[src/logic/nvrtc_pkg.sv]
package nvrtc_pkg;
    localparam int CLK_MHZ     = 250;
    localparam int T_ACC_NS    = 100;
    localparam int T_WP_NS     = 75;
    localparam int T_WR_NS     = 20;
    localparam int T_DS_NS     = 40;
    localparam int T_CYC_NS    = 100;
    localparam int T_FLOAT_NS  = 40;
    localparam int T_DH_NS     = 20;
    localparam int N_ACC   = (T_ACC_NS * CLK_MHZ + 999) / 1000 + 1;
    localparam int N_WP    = (T_WP_NS * CLK_MHZ + 999) / 1000;
    localparam int N_WR    = (T_WR_NS * CLK_MHZ + 999) / 1000;
    localparam int N_DS    = (T_DS_NS * CLK_MHZ + 999) / 1000;
    localparam int N_CYC   = (T_CYC_NS * CLK_MHZ + 999) / 1000;
    localparam int N_FLOAT = (T_FLOAT_NS * CLK_MHZ + 999) / 1000;
    localparam int N_DH    = (T_DH_NS * CLK_MHZ + 999) / 1000;
    localparam int ADDR_W  = 17;
    localparam int DATA_W  = 8;
    localparam int CLK_REG_W = 4;
    localparam int CNT_W   = 8;
    typedef enum logic [2:0] {
        NVRTC_IDLE, NVRTC_RD_WAIT, NVRTC_WR_SETUP, NVRTC_WR_PULSE,
        NVRTC_WR_HOLD, NVRTC_RECOVER
    } nvrtc_state_t;
endpackage

[src/logic/nvrtc_host.sv]
// Functional notes
// - Host holds address steady through write
// - Host keeps strobe high for recovery
// - Host keeps output-drive high writing
// - Never drive both selects low together
module nvrtc_host #(
    parameter int ACC_CYC = nvrtc_pkg::N_ACC
) (
    input  wire logic        I_CLK,        // 250 MHz clock
    input  wire logic        I_RST_N,      // Async reset, active low
    input  wire logic        I_REQ,        // Access request pulse
    input  wire logic        I_WRITE,      // 1 write, 0 read
    input  wire logic        I_CLK_SPACE,  // 1 clock regs, 0 array
    input  wire logic [16:0] I_ADDR,       // Byte address
    input  wire logic [7:0]  I_WDATA,      // Write data
    input  wire logic [7:0]  I_DQ_IN,      // Data pins from device
    input  wire logic        I_IRQ_N,      // Device interrupt pin
    input  wire logic        I_RSTOUT_N,   // Device reset pin
    output logic             O_BUSY,       // Access in progress
    output logic             O_DONE,       // Access finished pulse
    output logic [7:0]       O_RDATA,      // Read data
    output logic             O_REFUSED,    // Request refused pulse
    output logic [16:0]      O_ADDR,       // Address pins
    output logic [7:0]       O_DQ_OUT,     // Data pins out
    output logic             O_DQ_OE,      // Host drives data pins
    output logic             O_MEM_SEL_N,  // Array select
    output logic             O_CLK_SEL_N,  // Clock register select
    output logic             O_WR_N,       // Write strobe
    output logic             O_OUT_EN_N,   // Output drive enable
    output logic             O_IRQ,        // Interrupt seen
    output logic             O_DEV_RESET   // Device holds reset
);
    logic [1:0] rst_sh_q;
    logic       rst_n;
    always_ff @(posedge I_CLK or negedge I_RST_N) begin
        if (!I_RST_N) rst_sh_q <= 2'h0;
        else rst_sh_q <= {rst_sh_q[0], 1'b1};
    end
    assign rst_n = rst_sh_q[1];

    logic [1:0] pins_s;
    nvrtc_sync #(.W(2)) u_sync (
        .i_clk   (I_CLK),
        .i_rst_n (rst_n),
        .i_d     ({~I_IRQ_N, ~I_RSTOUT_N}),
        .o_q     (pins_s)
    );
    always_ff @(posedge I_CLK or negedge rst_n) begin
        if (!rst_n) begin
            O_IRQ       <= 1'b0;
            O_DEV_RESET <= 1'b0;
        end else begin
            O_IRQ       <= pins_s[1];
            O_DEV_RESET <= pins_s[0];
        end
    end

    function automatic logic [7:0] cyc8(input int n);
        cyc8 = (n < 1) ? 8'h01 : 8'(n);
    endfunction

    nvrtc_pkg::nvrtc_state_t st_q;
    logic [7:0] cnt_q;
    logic       start;
    assign start = I_REQ && !O_BUSY && !O_DEV_RESET;

    always_ff @(posedge I_CLK or negedge rst_n) begin
        if (!rst_n) begin
            st_q  <= nvrtc_pkg::NVRTC_IDLE;
            cnt_q <= 8'h00;
        end else begin
            case (st_q)
                nvrtc_pkg::NVRTC_IDLE: begin
                    if (start) begin
                        if (I_WRITE) begin
                            st_q  <= nvrtc_pkg::NVRTC_WR_SETUP;
                            cnt_q <= 8'h01;
                        end else begin
                            st_q  <= nvrtc_pkg::NVRTC_RD_WAIT;
                            cnt_q <= cyc8(ACC_CYC);
                        end
                    end
                end
                nvrtc_pkg::NVRTC_RD_WAIT: begin
                    if (cnt_q == 8'h01) begin
                        st_q  <= nvrtc_pkg::NVRTC_RECOVER;
                        cnt_q <= cyc8(nvrtc_pkg::N_FLOAT);
                    end else cnt_q <= cnt_q - 8'h01;
                end
                nvrtc_pkg::NVRTC_WR_SETUP: begin
                    st_q  <= nvrtc_pkg::NVRTC_WR_PULSE;
                    cnt_q <= cyc8(nvrtc_pkg::N_WP);
                end
                nvrtc_pkg::NVRTC_WR_PULSE: begin
                    if (cnt_q == 8'h01) begin
                        st_q  <= nvrtc_pkg::NVRTC_WR_HOLD;
                        cnt_q <= cyc8(nvrtc_pkg::N_DH);
                    end else cnt_q <= cnt_q - 8'h01;
                end
                nvrtc_pkg::NVRTC_WR_HOLD: begin
                    if (cnt_q == 8'h01) begin
                        st_q  <= nvrtc_pkg::NVRTC_RECOVER;
                        cnt_q <= cyc8(nvrtc_pkg::N_WR);
                    end else cnt_q <= cnt_q - 8'h01;
                end
                nvrtc_pkg::NVRTC_RECOVER: begin
                    if (cnt_q == 8'h01) st_q <= nvrtc_pkg::NVRTC_IDLE;
                    else cnt_q <= cnt_q - 8'h01;
                end
                default: st_q <= nvrtc_pkg::NVRTC_IDLE;
            endcase
        end
    end

    // Pin drive; registered from next state decisions
    always_ff @(posedge I_CLK or negedge rst_n) begin
        if (!rst_n) begin
            O_ADDR      <= 17'h00000;
            O_DQ_OUT    <= 8'h00;
            O_DQ_OE     <= 1'b0;
            O_MEM_SEL_N <= 1'b1;
            O_CLK_SEL_N <= 1'b1;
            O_WR_N      <= 1'b1;
            O_OUT_EN_N  <= 1'b1;
        end else begin
            if (start) begin
                if (I_CLK_SPACE)
                    O_ADDR <= {13'h0000, I_ADDR[3:0]};
                else
                    O_ADDR <= I_ADDR;
                O_DQ_OUT <= I_WDATA;
                O_DQ_OE  <= I_WRITE;
                // One select only, never both
                O_MEM_SEL_N <= I_CLK_SPACE;
                O_CLK_SEL_N <= !I_CLK_SPACE;
                O_OUT_EN_N  <= I_WRITE;
            end else if (st_q == nvrtc_pkg::NVRTC_WR_SETUP) begin
                O_WR_N <= 1'b0;
            end else if (st_q == nvrtc_pkg::NVRTC_WR_PULSE
                         && cnt_q == 8'h01) begin
                O_WR_N      <= 1'b1;
                O_MEM_SEL_N <= 1'b1;
                O_CLK_SEL_N <= 1'b1;
            end else if (st_q == nvrtc_pkg::NVRTC_WR_HOLD
                         && cnt_q == 8'h01) begin
                O_DQ_OE <= 1'b0;
            end else if (st_q == nvrtc_pkg::NVRTC_RD_WAIT
                         && cnt_q == 8'h01) begin
                O_MEM_SEL_N <= 1'b1;
                O_CLK_SEL_N <= 1'b1;
                O_OUT_EN_N  <= 1'b1;
            end
        end
    end

    always_ff @(posedge I_CLK or negedge rst_n) begin
        if (!rst_n) begin
            O_BUSY    <= 1'b0;
            O_DONE    <= 1'b0;
            O_RDATA   <= 8'h00;
            O_REFUSED <= 1'b0;
        end else begin
            O_REFUSED <= I_REQ && !start;
            if (start) O_BUSY <= 1'b1;
            else if (st_q == nvrtc_pkg::NVRTC_RECOVER && cnt_q == 8'h01)
                O_BUSY <= 1'b0;
            O_DONE <= (st_q == nvrtc_pkg::NVRTC_RECOVER && cnt_q == 8'h01);
            if (st_q == nvrtc_pkg::NVRTC_RD_WAIT && cnt_q == 8'h01)
                O_RDATA <= I_DQ_IN;
        end
    end

    property p_one_sel;
        @(posedge I_CLK) disable iff (!rst_n)
        !(!O_MEM_SEL_N && !O_CLK_SEL_N);
    endproperty
    a_one_sel: assert property (p_one_sel)
        else $error("both selects low");
    property p_wr_oe;
        @(posedge I_CLK) disable iff (!rst_n)
        !O_WR_N |-> O_OUT_EN_N && O_DQ_OE;
    endproperty
    a_wr_oe: assert property (p_wr_oe)
        else $error("output drive during write");
    property p_fall;
        @(posedge I_CLK) disable iff (!rst_n)
        $fell(O_WR_N) |-> !O_MEM_SEL_N || !O_CLK_SEL_N;
    endproperty
    a_fall: assert property (p_fall)
        else $error("strobe fell without select");
    property p_pulse;
        @(posedge I_CLK) disable iff (!rst_n)
        $fell(O_WR_N) |-> !O_WR_N [*3];
    endproperty
    a_pulse: assert property (p_pulse)
        else $error("write pulse too short");
    property p_addr;
        @(posedge I_CLK) disable iff (!rst_n)
        !O_WR_N |-> $stable(O_ADDR);
    endproperty
    a_addr: assert property (p_addr)
        else $error("address moved in write");
    property p_rec;
        @(posedge I_CLK) disable iff (!rst_n)
        $rose(O_WR_N) |-> O_WR_N [*5];
    endproperty
    a_rec: assert property (p_rec)
        else $error("recovery too short");
    property p_clk_addr;
        @(posedge I_CLK) disable iff (!rst_n)
        !O_CLK_SEL_N |-> O_ADDR[16:4] == 13'h0000;
    endproperty
    a_clk_addr: assert property (p_clk_addr)
        else $error("clock address high bits");
    property p_rd;
        @(posedge I_CLK) disable iff (!rst_n)
        !O_OUT_EN_N |-> !O_DQ_OE && O_WR_N;
    endproperty
    a_rd: assert property (p_rd)
        else $error("drive clash on read");
    property p_res;
        @(posedge I_CLK) disable iff (!rst_n)
        O_DEV_RESET && O_BUSY == 1'b0 |=> !O_BUSY;
    endproperty
    a_res: assert property (p_res)
        else $error("access started in device reset");
endmodule

[src/logic/nvrtc_sync.sv]
// Two-stage level synchroniser
module nvrtc_sync #(
    parameter int W = 1
) (
    input  wire logic         i_clk,   // Clock
    input  wire logic         i_rst_n, // Reset, active low
    input  wire logic [W-1:0] i_d,     // Async level
    output logic      [W-1:0] o_q      // Synchronised level
);
    logic [W-1:0] s1_q;
    always_ff @(posedge i_clk or negedge i_rst_n) begin
        if (!i_rst_n) begin
            s1_q <= '0;
            o_q  <= '0;
        end else begin
            s1_q <= i_d;
            o_q  <= s1_q;
        end
    end
endmodule

[config.mk]
export PLATFORM = sky130hd
export DESIGN_NAME = nvrtc_host
export DESIGN_NICKNAME = d
export VERILOG_FILES = /design/src/logic/nvrtc_pkg.sv /design/src/logic/nvrtc_host.sv /design/src/logic/nvrtc_sync.sv
export SDC_FILE = /design/constraint.sdc
export NUM_CORES = 1
export LEC_CHECK = 0
export ABC_AREA = 1
export BUFFER_PORTS_ARGS = -buffer_cell sky130_fd_sc_hd__buf_2
export CAP_MARGIN = 20
export CORE_MARGIN = 8
export CORE_UTILIZATION = 54
export CTS_CLUSTER_SIZE = 24
export DETAILED_ROUTE_END_ITERATION = 10
export PLACE_DENSITY_LB_ADDON = 0.08
export REMOVE_ABC_BUFFERS = 1
export SYNTH_ARGS = -nofsm -noshare
export SYNTH_HDL_FRONTEND = slang
export SYNTH_SLANG_ARGS = --single-unit
[constraint.sdc]
create_clock -name I_CLK -period 3.5 [get_ports I_CLK]
set_input_delay 0 -clock I_CLK [delete_from_list [all_inputs] [get_ports I_CLK]]
set_output_delay 0 -clock I_CLK [all_outputs]
set_load 0.05 [all_outputs]
**Word-level counts from Yosys, hierarchy flattened**

Cells that the tools add are included.

- Add/subtract/negate cells: 1
- $mul: 0
- Div/mod/pow operators: 0
- Magnitude comparators: 0
- Equality and inequality tests: 15
- Shifts and indexed selects: 0
- Muxes and demuxes: 30
- Bitwise gates (word level): 3
- Reduce and logical (&&, ||, !) cells: 26

Operators by type and width:

| cell | number |
|---|---|
| one-hot mux 8 bit (5 select lines) | 1 |
| 2-to-1 mux 8 bit | 4 |
| 2-to-1 mux 1 bit | 17 |
| 2-to-1 mux 17 bit | 1 |
| one-hot mux 3 bit (5 select lines) | 1 |
| != test 2 bit, second input constant | 7 |
| 2-to-1 mux 3 bit | 4 |
| AND reduction 3 bit | 3 |
| equality test 8 x 1 -> 1 bit, second input constant | 1 |
| AND reduction 4 bit | 2 |
| nonzero test 2 bit | 4 |
| subtractor 8 x 1 -> 8 bit, second input constant | 1 |
| logical AND 1 bit | 7 |
| equality test 3 x 2 -> 1 bit, second input constant | 2 |
| equality test 3 bit, second input constant | 2 |
| 2-to-1 mux 5 bit | 1 |
| nonzero test 5 bit | 1 |
| logical NOT 1 bit | 4 |
| OR reduction 2 bit | 2 |
| equality test 3 x 1 -> 1 bit, second input constant | 1 |
| logical NOT 3 bit | 1 |
| != test 3 bit, second input constant | 1 |
| inverter 1 bit | 3 |
| nonzero test 3 bit | 1 |
| other kinds (3) | 3 |

- Register bits after elaboration: 60
- Latch bits: 0
- RAM bits: 0
- ROM bits: 0
- Input bits: 40
- Output and inout port bits: 43
- Logic and storage cells: 93
- Memories: 0

**Logic depth before layout (Yosys ltp)**

- Word-level depth: 7
- Mapped depth: 11

**Hierarchy**

A second synthesis with hierarchy kept.

- Cell total of the unflattened synthesis: 294
- Area total of the unflattened synthesis: 2602.5 µm²

Modules (own cells, without submodules):

| module | times used | cells an instance | area each (µm²) | seq. area each (µm²) |
|---|---|---|---|---|
| nvrtc_host | 1 | 290 | 2502.4 | 1406.3 |
| nvrtc_sync | 1 | 4 | 100.1 | 100.1 |

**Least setup slack after synthesis**

Ideal clock, no wire load.

- Path kind: reg-to-reg
- Start: register O_BUSY
- End: register O_ADDR[11]
- Library setup time: 0.121 ns
- Arrival: 1.405 ns
- Path slack: 1.974 ns
- Cell stages (with the launch flop): 6
- Clock period less this slack: 1.526 ns
- Cells stage by stage: dfrtp_1 inv_1 nand3b_4 buf_2 buf_2 a22o_1

- Longest elaborated chain between the ends: 3

Ends and longest elaborated chain:

| what | line | RTL |
|---|---|---|
| start, declared | nvrtc_host.sv:19 | `output logic O_BUSY,` |
| start signal, assigned | nvrtc_host.sv:158 | `O_BUSY <= 1'b0;` |
| start signal, assigned | nvrtc_host.sv:164 | `if (start) O_BUSY <= 1'b1;` |
| start signal, assigned | nvrtc_host.sv:166 | `O_BUSY <= 1'b0;` |
| logical NOT 1 bit | nvrtc_host.sv:65 | `assign start = I_REQ && !O_BUSY && !O_DEV_RESET;` |
| logical AND 1 bit (2 in a row) | nvrtc_host.sv:65 |  |
| end signal, assigned | nvrtc_host.sv:128 | `O_ADDR <= {13'h0000, I_ADDR[3:0]};` |
| end, declared | nvrtc_host.sv:23 | `output logic [16:0] O_ADDR,` |

Every way passes these cells.
A chain may end at the register's enable or synchronous reset.

**Worst setup path after layout**

- Start: register O_BUSY
- End: register O_ADDR[7]

The elaborated chain is that of the path after synthesis.

==> metrics.txt <==
WL final=6.64 mm; Worst setup SP type=flip-flop; main area contributors after synthesis=dfrtp_1 (53%), nand2_1 (15%), a22o_1 (4.3%); share of the synthesized area in the top cell type=0.531; Worst-Skew Late Latency=approximately 320 ps; Yosys warnings=0; Crit Path Max Fanout=32; RSZ-0062 raised after global routing=no; Inst Count DP=approximately 440; Setup Crit Path Kind=flip-flop to flip-flop; worst path required time=roughly 3800 ps; leading post-synthesis cells by instance count=nand2_1 (108), dfrtp_1 (56), nor2_1 (22); Synth Flop Type=dfrtp_1; Final TNS setup=0 ps; post-DR wirelength/cell=13.5 µm; ratio of cells with drive above 1 in the final layout=0.299; P&R area growth vs syn=39.2%; largest area contributor in the synthesized netlist=dfrtp_1; total of max-cap violations=0; core area=roughly 0.0047 mm²; ant diodes=0; Worst IR Drop VDD=0.606 mV; Power Density=roughly 1000 mW/mm²; minimum clock period=approximately 1900 ps; Post-synth ARST share=1.00; WP buf/inv=1; initial antenna violation count=0; FMAX=0.530 GHz; clk root buf=clkbuf_8; Vias/cell=4.79; Slew HR=0.437; Final #Nets=462; part of the Yosys area used for sequential elements=0.571; Finished Core Util=0.777; H-tree depth=3; Final setup violation count=0; Total Power=3.61 mW; first-pass GRT wire length=roughly 11 mm; total number of vias=2358; clock skew after layout=5.73 ps; gr usage total=0.192; CTS tree=built; clk sinks=60; remaining antenna violation count=0; period utilisation layout=0.539; die span in x=85.9 µm; Arr. time, crit path=2140 ps; Pleak=2.00 nW; die area=~0.0074 mm²; Starting Density=0.559; worst reg2reg path depth=4; Hold Fails Final Rpt=0; Distinct cells, synth=32; clk slew on worst S/H paths=approximately 70 ps; top-count cell post-synth=nand2_1; clock tree buffer depth=2; post-CTS resize count=0; die height=~86 µm; largest net degree at the start of global routing=33; status=finished, final reports clean; CP max stage delay=760 ps; largest delay contributor family on the critical path=simple AND/OR/NAND/NOR gates; GP Congestion=about 0.84; Mapped Area=0.00264 mm²; Max stage delay cell, worst path=nor2_1; max-slew violations=0; syn avg cell area=9.04 µm²; number of synthesized flops with an enable pin=0; drt pass-1 iters=4; reg-to-reg slack, setup=1610 ps; number of global-route vias before repair=between 2000 and 2500; grt ovf=0; synthesis-stage register bit count=60; Crit. End Element=flip-flop; worst-margin pin slew=842 ps; launching point of the worst reg2reg path=O_BUSY; Iter 0 DRT Violations=156; CTS Buf Count=9; non-filler cells, final=492; # IOs=83; I/O Buffers=82; worst-path cell chain=inv_1 > nand3b_4 > nor2_1 > a22o_1; post-DP HPWL=4.53 mm; Syn Inst Count=slightly below 300; Std-Cell Rows=25; Hold Crit Class=flip-flop to asynchronous set/reset pin; Crit Reg-Reg Endpoint=O_ADDR[7]; DRC=0
-- flip-flops by register name, summed over array words and instances, names as in the netlist, 2 cells and up --
signal       flops
st_q             3
cnt_q            8
O_DQ_OUT         8
rst_sh_q         2
u_sync.o_q       2
O_ADDR          17
u_sync.s1_q      2
O_RDATA          8
-- routing by layer --
layer  part of all wire  vias to the layer above  track usage  wire length [µm]
met5                  0                        -            0                 0
met1               0.44                     1119        0.239              2910
met3              0.061                        5       0.0697               406
li1                   -                     1174            -                 -
met2               0.50                       60        0.301              3290
met4             0.0056                        0       0.0621                37
-- stage by stage --
step                setup slack [ps]  hold slack [ps]  instance area (µm²)
finish                          1610              304                 3670
global route                    1380              343                 3670
CTS                             1610              335                 3670
detailed placement              1610             -212                 3110
global placement                1670             -214                 3110
floorplan                       1690             -296                 2600
-- final cells by class --
cell class                 instances  area [µm²]
clock buffer                      14         153
inverter                          30         113
fill                             327        1050
sequential                        60        1510
tap                               67        83.8
clock inverter                     2        12.5
multi-input combinational        196         985
timing repair buffer             123         818
-- worst max-delay path by stage --
stage                     startpoint          end  slack [ps]  cells past startpoint
final                         O_BUSY    O_ADDR[7]        1610                      4
after global routing          O_BUSY  O_MEM_SEL_N        1380                      4
after global placement        O_BUSY  O_MEM_SEL_N        1670                      4
after detailed placement      O_BUSY    O_ADDR[7]        1610                      4
after floorplan               O_BUSY  O_MEM_SEL_N        1690                      4
after CTS                     O_BUSY    O_ADDR[7]        1610                      4
-- timing repair --
action,CTS,global route
endpoints found under the setup margin,0,0
setup buffers,0,0
hold buffers,40,0
hold endpoints to repair,41,0
-- logic make-up (layout without fill, tap and decap cells) --
kind of cell	Yosys count	count (layout)	share of synthesized area
AOI/OAI and AO/OA	31	31	0.0882
xor gates and xnor gates	2	2	0.00664
DFF	60	60	0.571
other	1	1	0.00142
buffers and inverters	36	169	0.0560
adders and majority gates	2	2	0.00948
and+or+nand+nor	160	160	0.267
-- cells in the final DEF, fill, tap and decap left out, types with 2 or more instances in the layout --
| cell type | n |
|---|---|
| nor2_4 | 2 |
| nor3_1 | 2 |
| dfstp_2 | 4 |
| dlygate4sd3_1 | 40 |
| nand3_1 | 11 |
| clkbuf_1 | 4 |
| nor2_1 | 22 |
| ha_1 | 2 |
| inv_2 | 10 |
| nand3_2 | 2 |
| a22o_1 | 13 |
| dfrtp_1 | 55 |
| nor2_2 | 5 |
| xor2_1 | 2 |
| nand2_2 | 2 |
| nand2_1 | 108 |
| o21ai_0 | 10 |
| inv_1 | 20 |
| nand2_4 | 2 |
| o211ai_1 | 2 |
| clkbuf_8 | 10 |
| buf_2 | 82 |
-- report_power, final --
group	leakage [nW]	internal [mW]	total, mW	switching [mW]
Combinational	1.19	0.534	1.94	1.41
Clock	0.0807	0.276	0.528	0.251
Sequential	0.726	0.970	1.14	0.172
Total	2.00	1.78	3.61	1.83
(Power assumes the default switching activity.)
